[src/rtl/nvt_pkg.sv]
package nvt_pkg;

    localparam int unsigned CLK_HZ          = 20_000_000;
    localparam int unsigned CLK_PERIOD_NS   = 50;

    // Durations as printed, in their own units
    localparam int unsigned RESTORE_MS      = 20;
    localparam int unsigned RESTORE_LV_MS   = 40;
    localparam int unsigned SAVE_MS         = 8;
    localparam int unsigned RECALL_US       = 600;
    localparam int unsigned SEQ_US          = 500;
    localparam int unsigned SLEEP_MS        = 8;
    localparam int unsigned WAKE_MS         = 20;
    localparam int unsigned WAKE_LV_MS      = 40;
    localparam int unsigned STANDBY_US      = 100;
    localparam int unsigned GRACE_NS        = 25;
    localparam int unsigned ACTIVE_US       = 5;

    // Longest times round down, never below one cycle
    function automatic int unsigned max_cyc(input longint unsigned ns);
        longint unsigned c;
        c = ns / CLK_PERIOD_NS;
        return (c < 1) ? 1 : int'(c);
    endfunction : max_cyc

    localparam int unsigned RESTORE_CYC     = max_cyc(64'(RESTORE_MS) * 1_000_000);
    localparam int unsigned RESTORE_LV_CYC  = max_cyc(64'(RESTORE_LV_MS) * 1_000_000);
    localparam int unsigned SAVE_CYC        = max_cyc(64'(SAVE_MS) * 1_000_000);
    localparam int unsigned RECALL_CYC      = max_cyc(64'(RECALL_US) * 1_000);
    localparam int unsigned SEQ_CYC         = max_cyc(64'(SEQ_US) * 1_000);
    localparam int unsigned SLEEP_CYC       = max_cyc(64'(SLEEP_MS) * 1_000_000);
    localparam int unsigned WAKE_CYC        = max_cyc(64'(WAKE_MS) * 1_000_000);
    localparam int unsigned WAKE_LV_CYC     = max_cyc(64'(WAKE_LV_MS) * 1_000_000);
    localparam int unsigned STANDBY_CYC     = max_cyc(64'(STANDBY_US) * 1_000);
    localparam int unsigned GRACE_CYC       = max_cyc(64'(GRACE_NS));
    localparam int unsigned ACTIVE_CYC      = max_cyc(64'(ACTIVE_US) * 1_000);

    localparam int unsigned CNT_W           = 20;

    typedef enum logic [1:0] {
        NVT_CMD_SAVE,
        NVT_CMD_RECALL,
        NVT_CMD_SLEEP
    } nvt_cmd_t;

    typedef enum logic [3:0] {
        NVT_RESTORE,
        NVT_ACTIVE,
        NVT_IDLE,
        NVT_SEQ,
        NVT_GRACE,
        NVT_SAVE,
        NVT_RECALL,
        NVT_SLEEPING,
        NVT_ASLEEP,
        NVT_WAKING,
        NVT_HW_HOLD,
        NVT_REARM,
        NVT_LOWV
    } nvt_state_t;

endpackage : nvt_pkg

[src/rtl/nvt_timer_if.sv]
`timescale 1ns/1ps
interface nvt_timer_if;
    logic                       load;
    logic [nvt_pkg::CNT_W-1:0]  value;
    logic                       done;

    modport ctrl (output load, output value, input done);
    modport tmr  (input load, input value, output done);
endinterface : nvt_timer_if

[src/rtl/nvt_ctrl.sv]
`timescale 1ns/1ps
// Contract
// - Power-up restore ends within 20 ms, or 40 ms on the low-voltage variant.
// - Power-loss or pin save is skipped when nothing was written since last operation.
// - SRAM writes stay enabled for a 25 ns grace when a save starts; here only pin and power-loss saves get one 50 ns cycle.
// - Reads and writes ignored during save, recall, and low supply.
// - Save or recall locks out serial I/O; save 8 ms, recall 600 us.
// - Software commands are acted on within 500 us.
// - Sleep command reaches low-power state within 8 ms.
// - Wake from sleep gives access within 20 ms, or 40 ms low-voltage.
// - After STOP the device enters standby within 100 us.
// - Device active within 5 us after the save/busy pin goes high.
module nvt_ctrl #(
    parameter bit LOW_VOLT = 1'b0,
    parameter int unsigned RESTORE_CYCLES = LOW_VOLT ? nvt_pkg::RESTORE_LV_CYC
                                                     : nvt_pkg::RESTORE_CYC,
    parameter int unsigned SAVE_CYCLES    = nvt_pkg::SAVE_CYC,
    parameter int unsigned SLEEP_CYCLES   = nvt_pkg::SLEEP_CYC,
    parameter int unsigned WAKE_CYCLES    = LOW_VOLT ? nvt_pkg::WAKE_LV_CYC
                                                     : nvt_pkg::WAKE_CYC
) (
    input  wire logic       CLK,
    input  wire logic       NRST,
    input  wire logic       LOW_SUPPLY_TRIP,
    input  wire logic       HW_SAVE_BUSY_PIN_I,
    output logic            HW_SAVE_BUSY_PIN_O,
    output logic            HW_SAVE_BUSY_PIN_OE,
    input  wire logic       AUTO_SAVE_ON_POWER_LOSS,
    input  wire logic       CMD_VALID,
    input  wire nvt_pkg::nvt_cmd_t CMD,
    input  wire logic       BUS_STOP,
    input  wire logic       WAKE_REQ,
    input  wire logic       SRAM_WRITE,
    output logic            ACCESS_EN,
    output logic            WRITE_EN,
    output logic            IO_LOCK,
    output logic            STANDBY,
    output logic            SLEEP,
    output logic            NV_SAVE_GO,
    output logic            NV_RECALL_GO
);
    typedef struct packed {
        nvt_pkg::nvt_state_t   state;
        nvt_pkg::nvt_cmd_t     cmd;
        logic                  dirty;
        logic                  hw_save;
        logic                  stby_arm;
        logic                  standby;
        logic                  save_go;
        logic                  recall_go;
        logic [1:0]            lowv_s;
        logic [1:0]            hsb_s;
        logic [nvt_pkg::CNT_W-1:0] stby_cnt;
    } nvt_st_t;

    nvt_st_t st_reg;
    nvt_st_t st_next;
    nvt_timer_if tif ();

    nvt_timer u_timer (
        .clk  (CLK),
        .nrst (NRST),
        .t    (tif)
    );

    logic lowv;
    logic hsb_low;
    logic busy;
    assign lowv    = st_reg.lowv_s[1];
    assign hsb_low = !st_reg.hsb_s[1];

    always_comb
    begin
        st_next           = st_reg;
        st_next.lowv_s    = {st_reg.lowv_s[0], LOW_SUPPLY_TRIP};
        st_next.hsb_s     = {st_reg.hsb_s[0], HW_SAVE_BUSY_PIN_I};
        st_next.save_go   = 1'b0;
        st_next.recall_go = 1'b0;
        tif.load          = 1'b0;
        tif.value         = '0;
        if (SRAM_WRITE && WRITE_EN)
        begin
            st_next.dirty = 1'b1;
        end
        unique case (st_reg.state)
            nvt_pkg::NVT_RESTORE:
            begin
                if (tif.done)
                begin
                    st_next.state = nvt_pkg::NVT_ACTIVE;
                end
            end
            nvt_pkg::NVT_ACTIVE, nvt_pkg::NVT_IDLE:
            begin
                if (AUTO_SAVE_ON_POWER_LOSS && lowv || hsb_low)
                begin
                    st_next.hw_save = hsb_low;
                    if (st_reg.dirty)
                    begin
                        st_next.state = nvt_pkg::NVT_GRACE;
                        tif.load      = 1'b1;
                        tif.value     = nvt_pkg::CNT_W'(nvt_pkg::GRACE_CYC);
                    end
                    else
                    begin
                        st_next.state = hsb_low ? nvt_pkg::NVT_HW_HOLD
                                                : nvt_pkg::NVT_LOWV;
                    end
                end
                else if (CMD_VALID)
                begin
                    st_next.cmd   = CMD;
                    st_next.state = nvt_pkg::NVT_SEQ;
                    tif.load      = 1'b1;
                    tif.value     = nvt_pkg::CNT_W'(nvt_pkg::SEQ_CYC);
                end
            end
            nvt_pkg::NVT_SEQ:
            begin
                // Commands start at the end of the processing window
                if (tif.done)
                begin
                    tif.load = 1'b1;
                    unique case (st_reg.cmd)
                        nvt_pkg::NVT_CMD_SAVE:
                        begin
                            st_next.state   = nvt_pkg::NVT_SAVE;
                            st_next.save_go = 1'b1;
                            st_next.hw_save = 1'b0;
                            tif.value = nvt_pkg::CNT_W'(SAVE_CYCLES);
                        end
                        nvt_pkg::NVT_CMD_RECALL:
                        begin
                            st_next.state     = nvt_pkg::NVT_RECALL;
                            st_next.recall_go = 1'b1;
                            tif.value = nvt_pkg::CNT_W'(nvt_pkg::RECALL_CYC);
                        end
                        default:
                        begin
                            st_next.state = nvt_pkg::NVT_SLEEPING;
                            tif.value = nvt_pkg::CNT_W'(SLEEP_CYCLES);
                        end
                    endcase
                end
            end
            nvt_pkg::NVT_GRACE:
            begin
                if (tif.done)
                begin
                    st_next.state   = nvt_pkg::NVT_SAVE;
                    st_next.save_go = 1'b1;
                    tif.load        = 1'b1;
                    tif.value       = nvt_pkg::CNT_W'(SAVE_CYCLES);
                end
            end
            nvt_pkg::NVT_SAVE:
            begin
                if (tif.done)
                begin
                    // A write during the grace window still counts as saved
                    st_next.dirty = 1'b0;
                    // Own busy drive lingers in the synchroniser, so settle before access
                    st_next.state = st_reg.hw_save ? nvt_pkg::NVT_HW_HOLD
                                  : (lowv ? nvt_pkg::NVT_LOWV : nvt_pkg::NVT_REARM);
                    tif.load      = !st_reg.hw_save;
                    tif.value     = nvt_pkg::CNT_W'(nvt_pkg::ACTIVE_CYC);
                end
            end
            nvt_pkg::NVT_RECALL:
            begin
                if (tif.done)
                begin
                    st_next.dirty = 1'b0;
                    st_next.state = nvt_pkg::NVT_ACTIVE;
                end
            end
            nvt_pkg::NVT_SLEEPING:
            begin
                if (tif.done)
                begin
                    st_next.state = nvt_pkg::NVT_ASLEEP;
                end
            end
            nvt_pkg::NVT_ASLEEP:
            begin
                if (WAKE_REQ)
                begin
                    st_next.state = nvt_pkg::NVT_WAKING;
                    tif.load      = 1'b1;
                    tif.value     = nvt_pkg::CNT_W'(WAKE_CYCLES);
                end
            end
            nvt_pkg::NVT_WAKING:
            begin
                if (tif.done)
                begin
                    st_next.state = nvt_pkg::NVT_ACTIVE;
                end
            end
            nvt_pkg::NVT_HW_HOLD:
            begin
                // Pin released: short settle before accesses resume
                if (!hsb_low)
                begin
                    st_next.hw_save = 1'b0;
                    st_next.state   = nvt_pkg::NVT_REARM;
                    tif.load        = 1'b1;
                    tif.value       = nvt_pkg::CNT_W'(nvt_pkg::ACTIVE_CYC);
                end
            end
            nvt_pkg::NVT_REARM:
            begin
                if (tif.done)
                begin
                    st_next.state = nvt_pkg::NVT_ACTIVE;
                end
            end
            nvt_pkg::NVT_LOWV:
            begin
                // Supply back above trip: restore as on power-up
                if (!lowv)
                begin
                    st_next.state = nvt_pkg::NVT_RESTORE;
                    tif.load      = 1'b1;
                    tif.value     = nvt_pkg::CNT_W'(RESTORE_CYCLES);
                end
            end
            default:
            begin
                st_next.state = nvt_pkg::NVT_LOWV;
            end
        endcase
        // Standby entry timer after a STOP
        if (st_next.state != nvt_pkg::NVT_ACTIVE)
        begin
            st_next.stby_arm = 1'b0;
            st_next.standby  = 1'b0;
        end
        else if (BUS_STOP)
        begin
            st_next.stby_arm = 1'b1;
            st_next.stby_cnt = nvt_pkg::CNT_W'(nvt_pkg::STANDBY_CYC - 1);
        end
        else if (CMD_VALID)
        begin
            st_next.stby_arm = 1'b0;
            st_next.standby  = 1'b0;
        end
        else if (st_reg.stby_arm)
        begin
            if (st_reg.stby_cnt == '0)
            begin
                st_next.stby_arm = 1'b0;
                st_next.standby  = 1'b1;
            end
            else
            begin
                st_next.stby_cnt = st_reg.stby_cnt - 1'b1;
            end
        end
        if (lowv && st_reg.state != nvt_pkg::NVT_GRACE && st_reg.state != nvt_pkg::NVT_SAVE
            && st_reg.state != nvt_pkg::NVT_LOWV && !(AUTO_SAVE_ON_POWER_LOSS && st_reg.dirty
            && (st_reg.state == nvt_pkg::NVT_ACTIVE || st_reg.state == nvt_pkg::NVT_IDLE)))
        begin
            st_next.state = nvt_pkg::NVT_LOWV;
        end
    end

    always_ff @(posedge CLK)
    begin
        if (!NRST)
        begin
            st_reg       <= '0;
            st_reg.state <= nvt_pkg::NVT_LOWV;
            st_reg.lowv_s <= 2'h3;
            st_reg.hsb_s <= 2'h3;
        end
        else
        begin
            st_reg <= st_next;
        end
    end

    // Accesses are dropped whenever an operation or low supply is in progress
    assign busy     = !(st_reg.state == nvt_pkg::NVT_ACTIVE || st_reg.state == nvt_pkg::NVT_SEQ);
    assign ACCESS_EN = !busy && !lowv;
    assign WRITE_EN  = ACCESS_EN || st_reg.state == nvt_pkg::NVT_GRACE;
    assign IO_LOCK   = busy;
    assign STANDBY   = st_reg.standby;
    assign SLEEP     = st_reg.state == nvt_pkg::NVT_ASLEEP;
    assign NV_SAVE_GO   = st_reg.save_go;
    assign NV_RECALL_GO = st_reg.recall_go;
    // Drive the pin low as a busy flag while any save runs
    assign HW_SAVE_BUSY_PIN_O  = 1'b0;
    assign HW_SAVE_BUSY_PIN_OE = st_reg.state == nvt_pkg::NVT_SAVE
                              || st_reg.state == nvt_pkg::NVT_GRACE;

    logic [nvt_pkg::CNT_W-1:0] seq_age_reg;
    logic [nvt_pkg::CNT_W-1:0] stop_age_reg;
    always_ff @(posedge CLK)
    begin
        seq_age_reg  <= (!NRST || st_reg.state != nvt_pkg::NVT_SEQ) ? '0 : seq_age_reg + 1'b1;
        stop_age_reg <= (!NRST || BUS_STOP || !st_reg.stby_arm) ? '0 : stop_age_reg + 1'b1;
    end
endmodule : nvt_ctrl

[src/rtl/nvt_timer.sv]
`timescale 1ns/1ps
module nvt_timer (
    input  wire logic   clk,
    input  wire logic   nrst,
    nvt_timer_if.tmr    t
);
    typedef struct packed {
        logic [nvt_pkg::CNT_W-1:0] cnt;
        logic                      run;
    } nvt_tmr_st_t;

    nvt_tmr_st_t st_reg;
    nvt_tmr_st_t st_next;

    always_comb
    begin
        st_next = st_reg;
        if (t.load)
        begin
            st_next.cnt = t.value;
            st_next.run = 1'b1;
        end
        else if (st_reg.run && st_reg.cnt != '0)
        begin
            st_next.cnt = st_reg.cnt - 1'b1;
        end
        else
        begin
            st_next.run = 1'b0;
        end
    end

    always_ff @(posedge clk)
    begin
        if (!nrst)
        begin
            st_reg <= '0;
        end
        else
        begin
            st_reg <= st_next;
        end
    end

    // Done marks the last cycle of a load, so a state lasts the loaded count
    // Load is not read here: the controller raises load from done
    assign t.done = st_reg.run && (st_reg.cnt == nvt_pkg::CNT_W'(1));
endmodule : nvt_timer

[config.mk]
export PLATFORM = sky130hd
export DESIGN_NAME = nvt_ctrl
export DESIGN_NICKNAME = d
export VERILOG_FILES = /design/src/rtl/nvt_pkg.sv /design/src/rtl/nvt_timer_if.sv /design/src/rtl/nvt_ctrl.sv /design/src/rtl/nvt_timer.sv
export SDC_FILE = /design/constraint.sdc
export NUM_CORES = 1
export LEC_CHECK = 0
export BUFFER_PORTS_ARGS = -buffer_cell sky130_fd_sc_hd__buf_2
export CAP_MARGIN = 20
export CORE_ASPECT_RATIO = 0.8
export CORE_MARGIN = 1.5
export CORE_UTILIZATION = 30
export CTS_CLUSTER_DIAMETER = 30
export DETAILED_ROUTE_END_ITERATION = 12
export GPL_TIMING_DRIVEN = 0
export SLEW_MARGIN = 20
export SYNTH_ARGS = -nofsm -noshare
export SYNTH_HDL_FRONTEND = slang
export SYNTH_HIERARCHICAL = 1
export SYNTH_SLANG_ARGS = --single-unit
[constraint.sdc]
create_clock -name CLK -period 2.85 [get_ports CLK]
set_input_delay 0.7125 -clock CLK [delete_from_list [all_inputs] [get_ports CLK]]
set_output_delay 0.7125 -clock CLK [all_outputs]
set_load 0.02 [all_outputs]
==> results.json, run 1 <==
{
  "run_status": "finished with violations",
  "violations": "negative setup slack",
  "multiInputGateArea_mm2": 0.002708,
  "finClkSkew_ns": 0.005783,
  "area_delta_synth_final_pct": 38.70,
  "wl_per_cell_um": 17.34,
  "num-fill-cells": 1115,
  "yosys.area.top_type": "dfxtp_1",
  "cts-hold-fix-buffers": 0,
  "crit_chain": "nor4_4, nand2b_1, nor4_4, buf_6, buf_6, buf_6, o22ai_1, a222oi_1, buf_4, nand3_4, buf_6, or2_1, buf_6, o221a_4",
  "worst_pin_slew_ns": 0.7183,
  "synth_top_area_share_pct": 31.13,
  "slowest_stage": "dfxtp_4",
  "cts_tree": "yes",
  "ys_async_sr_fraction_pct": 0,
  "hpwl_mm": 7.606,
  "max_freq_ghz": 0.3267,
  "rsz0062_at_grt": "yes",
  "synthDistinctLibCells": 73,
  "insertion_delay_ns": 0.33,
  "firstDrtPassIters": 5,
  "ys_seq_elements": 57,
  "finalHoldViolCount": 0,
  "fin_crit_sh_pct": 107.4,
  "start_kind": "flip-flop",
  "synth_edf_count": 0,
  "vias_per_cell": 5.725,
  "crit_arrival_ns": 3.28,
  "fin_area_mm2": 0.005085,
  "yosys-top-cells-area": "dfxtp_1, o21ai_0, a21oi_1, nor2_1, nand2_1",
  "numCtsBuffers": 9,
  "grt_usage_pct": 18.43,
  "final_core_util_pct": 43.49,
  "holdWs_ns": 0.4051,
  "num_vias": 3990,
  "max-cap-violations": 0,
  "antenna_cells": 0,
  "synth_xor_area_share_pct": 3.345,
  "dieArea_mm2": 0.01290,
  "grt-ovfl-total": 0,
  "crit_buf_inv": 6,
  "clk_pin_slew_ns": 0.05,
  "clock_path_buffers": 2,
  "grt_pass1_vias": 3724,
  "synthMuxAreaShare_pct": 0.2730,
  "drive_above_1_share_pct": 33.52,
  "antenna_found_initial": 0,
  "synth_top_family_by_area": "simple AND/OR/NAND/NOR gates",
  "grt_pass1_wl_mm": 18.66,
  "htree_levels": 3,
  "drtIter0Drc": 282,
  "tns_ns": -2.310,
  "cts_root_buffer": "clkbuf_16",
  "dieHeight_um": 101.9,
  "hp-class": "flip-flop to flip-flop",
  "die_w_um": 126.6,
  "drc": 0,
  "yosys.area_share.simple_pct": 33.45,
  "crit_path_end_kind": "flip-flop",
  "fin_nets": 560,
  "cts.sinks": 57,
  "drt-total-wl_mm": 12.09,
  "synth_fa_ha_area_share_pct": 1.365,
  "p_total_mw": 2.482,
  "synth_warnings": 6,
  "slowest_delay_ns": 0.36,
  "irDropWorstVdd_v": 0.0003172,
  "path_delay_family": "simple AND/OR/NAND/NOR gates",
  "rows": 35,
  "period_needed_ns": 3.061,
  "gp_congestion": 0.8844,
  "core-area_mm2": 0.01169,
  "setup_viol": 19,
  "worst_slack_ns": -0.2106,
  "ios": 20,
  "slew_headroom_pct": 51.67,
  "largest_register_ffs": 30,
  "slew_viol_final": 0,
  "required_ns": 3.07,
  "synthesis.area_mm2": 0.003666,
  "grt_max_degree": 11,
  "port_buffers": 18,
  "synth_flop_cell": "dfxtp_1",
  "place_area_mm2": 0.004003,
  "critPathKind": "flip-flop to flip-flop",
  "netlist_instances": 468,
  "final_antenna_net_count": 0,
  "register_area_mm2": 0.001157,
  "seq_area_frac_synth_pct": 31.13,
  "synth_compound_area_share_pct": 24.61,
  "leakage_nw": 2.067,
  "p_per_area_mw_per_mm2": 488.2,
  "crit_top_cell": "buf_6",
  "start_util_pct": 31.35,
  "critPathMaxFanout": 7,
  "avgSynthCellArea_um2": 7.833
}
-- stage by stage --
step / setup slack [ns] / cells
global route: -0.2805 / 697
global placement: -0.7086 / 639
finish: -0.2106 / 697
floorplan: -0.04552 / 473
CTS: -0.1982 / 683
detailed placement: -0.7515 / 639
-- metal layers --
metal / vias to the layer above / wire length (µm) / track usage, %
li1: 1886 / - / -
met1: 1899 / 5167 / 23.85
met2: 178 / 5666 / 29.72
met3: 27 / 1003 / 4.869
met4: 0 / 248 / 7.073
met5: - / 0 / 0
-- path summary, 6_finish.rpt --
path                                          from          to  slack, ns  cells after the start
worst min register to register         st_next[21]  st_reg[21]       0.41                      1
worst min-delay path                   st_next[21]  st_reg[21]       0.41                      1
worst max-delay path            u_timer/st_reg[16]   st_reg[9]      -0.21                     14
worst max register to register  u_timer/st_reg[16]   st_reg[9]      -0.21                     14
-- layout make-up --
| type | count | area share, % |
|---|---|---|
| clock buffers | 12 | 4.847 |
| inverters | 18 | 1.403 |
| flip-flops and latches | 57 | 22.76 |
| well taps | 148 | 3.642 |
| multi-input cells | 370 | 53.25 |
| repair buffers | 62 | 9.646 |
| plain buffers | 27 | 4.109 |
| clock inverters | 3 | 0.3445 |
-- placed cells by master (no fill, tap or decap), types with 7 or more instances in the layout --
cell type and count:
dfxtp_1 50, nor2_1 41, buf_4 34, nand2_1 31
a21oi_1 28, buf_6 21, buf_2 20, o21ai_0 18
o21ai_2 17, nor3_1 16, inv_1 15, nand2b_1 13
clkbuf_1 12, nand3_1 11, clkbuf_16 10, or3_1 9
nor4_1 9, nand4_1 8, xnor2_1 8, o21ai_1 8
a31oi_1 7, o221a_4 7, o211ai_1 7
-- logic make-up after synthesis --
| family | count (synthesis) |
|---|---|
| AND/OR/NAND/NOR | 207 |
| AO/OA/AOI/OAI | 138 |
| flip-flops | 57 |
| buffers and inverters | 46 |
| XOR/XNOR | 14 |
| adder cells (fa/ha/maj) | 4 |
| other | 1 |
| multiplexers | 1 |
-- what timing repair did --
item	in CTS	in global routing
setup endpoints to repair	43	39
cloned	1	2
pin swaps	17	40
buffers inserted	34	17
gates resized for setup	36	113
-- synthesized netlist by cell type (all sizes together) (4+ instances only) --
library cell  instances
a21oi                34
a31oi                11
and2                  4
and3                  5
buf                  12
clkbuf               16
dfxtp                57
ha                    4
inv                  18
nand2                31
nand2b               13
nand3                14
nand4                 8
nor2                 42
nor2b                 7
nor3                 21
nor3b                 5
nor4                 16
o211ai                7
o21ai                44
o221a                 7
o22ai                 6
o41ai                 4
or2                   7
or3                  11
xnor2                 8
xor2                  6
-- power breakdown --
group          switching (mW)  internal, mW  total, mW
Clock                   0.364         0.603      0.967
Combinational           0.339         0.282      0.620
Sequential             0.0581         0.837      0.895
Total                   0.761          1.72       2.48
Note: power is estimated with default switching activity, not from simulation.
==> run 2, diff against run 1 <==
--- a/config.mk
+++ b/config.mk
@@ -9,7 +9,8 @@
 export CAP_MARGIN = 20
 export CORE_ASPECT_RATIO = 0.8
 export CORE_MARGIN = 1.5
-export CORE_UTILIZATION = 30
+export CORE_UTILIZATION = 34
+export CTS_BUF_LIST = sky130_fd_sc_hd__clkbuf_4
 export CTS_CLUSTER_DIAMETER = 30
 export DETAILED_ROUTE_END_ITERATION = 12
 export GPL_TIMING_DRIVEN = 0
==> run 2 against run 1 <==
Global-route usage is 1.3 points higher. Sequential power fell by 0.6%. Design area down 5.7%. The run still ends with negative setup slack left. Final cell count down 4.0%. Critical path depth down 1. Highest routed layer unchanged. Critical path type unchanged. Setup slack better by 0.0060 ns. Power down 16%. Largest cell class unchanged. Sequential cell count is the same.
==> results.json, run 2 (synthesis gave the netlist of run 1 again) <==
{
  "dieArea_mm2": 0.01142,
  "drive_above_1_share_pct": 29.11,
  "grt_max_degree": 11,
  "largest_register_ffs": 30,
  "layout_commonest_cell": "dfxtp_1",
  "grt_pass1_vias": 3444,
  "finalHoldViolCount": 0,
  "required_ns": 3.16,
  "hpwl_mm": 7.457,
  "htree_levels": 3,
  "p_per_area_mw_per_mm2": 435.1,
  "p_total_mw": 2.086,
  "antenna_found_initial": 0,
  "dp.cells": 631,
  "area_delta_synth_final_pct": 30.79,
  "start_util_pct": 35.37,
  "cts.sinks": 57,
  "finClkSkew_ns": 0.01710,
  "final_antenna_net_count": 0,
  "violations": "negative setup slack",
  "drt-total-wl_mm": 11.24,
  "setup_viol": 21,
  "slew_headroom_pct": 38.89,
  "mostFrequentLayoutCells": "dfxtp_1, nor2_1, nand2_1, o21ai_0, buf_4",
  "drc": 0,
  "layout.cells.non_filler": 669,
  "worst_slack_ns": -0.2046,
  "start_kind": "flip-flop",
  "irDropWorstVdd_v": 0.0002348,
  "grt_usage_pct": 19.70,
  "port_buffers": 18,
  "leakage_nw": 1.896,
  "grt-ovfl-total": 0,
  "period_needed_ns": 3.055,
  "wl_per_cell_um": 16.80,
  "max_freq_ghz": 0.3274,
  "ios": 20,
  "critPathMaxFanout": 10,
  "core-area_mm2": 0.01036,
  "rows": 33,
  "run_status": "finished with violations",
  "holdWs_ns": 0.4295,
  "clock_path_buffers": 2,
  "cts_root_buffer": "clkbuf_4",
  "crit_path_end_kind": "flip-flop",
  "slew_viol_final": 0,
  "tns_ns": -3.081,
  "die_w_um": 119.1,
  "num-fill-cells": 1022,
  "fin_nets": 539,
  "critPathKind": "flip-flop to flip-flop",
  "hp-class": "flip-flop to flip-flop",
  "gp_congestion": 0.8943,
  "clk_pin_slew_ns": 0.11,
  "cts_tree": "yes",
  "worst_pin_slew_ns": 0.9166,
  "firstDrtPassIters": 5,
  "fin_crit_sh_pct": 107.2,
  "grt_pass1_wl_mm": 17.91,
  "drtIter0Drc": 284,
  "insertion_delay_ns": 0.42,
  "crit_arrival_ns": 3.37,
  "cts-hold-fix-buffers": 0,
  "fin_area_mm2": 0.004795,
  "vias_per_cell": 5.680,
  "num_vias": 3800,
  "place_area_mm2": 0.003993,
  "antenna_cells": 0,
  "dieHeight_um": 95.88,
  "max-cap-violations": 0,
  "rsz0062_at_grt": "yes",
  "numCtsBuffers": 9
}
==> run 2: changes by cell type in the layout (fill, tap and decap cells not counted), sizes merged <==
| cell | change |
|---|---|
| clkinv | +2 |
| clkbuf | -2 |
| bufinv | +2 |
| buf | -22 |
==> run 2: timing repair <==
item / in CTS / in global routing
gates cloned: 2 / 2
setup buffers: 13 / 7
gates resized for setup: 46 / 71
endpoints found under the hold margin: 0 / 0
endpoints found under the setup margin: 43 / 43
pin swaps: 26 / 31
==> run 2: final cells by class <==
class	instances	area (µm²)	area share [%]
multi-input cells	370	2704	56.39
flip-flops and latches	57	1152	24.03
clock buffers	9	67.56	1.409
plain buffers	27	217.7	4.541
inverters	18	71.32	1.487
clock inverters	7	85.08	1.775
well taps	140	175.2	3.653
repair buffers	41	321.6	6.707
==> run 2: metrics by stage <==
stage          util (%)  worst slack (ns)
3_3_place_gp      38.52           -0.8196
6_report          46.26           -0.2046
2_1_floorplan         -          -0.04552
5_1_grt           46.26           -0.3936
4_1_cts           42.86           -0.3631
3_5_place_dp      38.52           -0.8511
==> run 2: final timing paths <==
path	from	end	slack, ns	cells past startpoint
setup / recovery	u_timer/st_reg[16]	st_reg[9]	-0.20	13
hold / removal	st_next[23]	lowv	0.43	1
setup reg to reg	u_timer/st_reg[16]	st_reg[9]	-0.20	13
hold reg to reg	st_next[23]	lowv	0.43	1
==> run 2: metal layers <==
metal | up-vias | part of all wire (%) | GRT usage (%) | routed length (µm)
met5 | - | 0 | 0 | 0
met4 | 0 | 1.8 | 6.024 | 206
met2 | 118 | 43 | 28.76 | 4870
li1 | 1840 | - | - | -
met1 | 1823 | 49 | 28.79 | 5543
met3 | 19 | 5.5 | 4.265 | 618
==> run 2: where the power goes <==
| part | leakage [nW] | internal [mW] | switching (mW) |
|---|---|---|---|
| Clock | 0.0808 | 0.347 | 0.321 |
| Sequential | 0.466 | 0.834 | 0.0561 |
| Combinational | 1.35 | 0.226 | 0.303 |
==> run 2: critical path, cell delays in order, from the launching register on <==
cell and delay, ns:
dfxtp_4 0.38, nor4_4 0.30, nand2b_1 0.14, nor4_4 0.26
buf_4 0.19, o21ai_0 0.13, a2111oi_2 0.39, a31oi_1 0.10
a311o_1 0.32, nand3_2 0.13, buf_4 0.15, buf_6 0.14
nor2_1 0.07, o221a_4 0.24
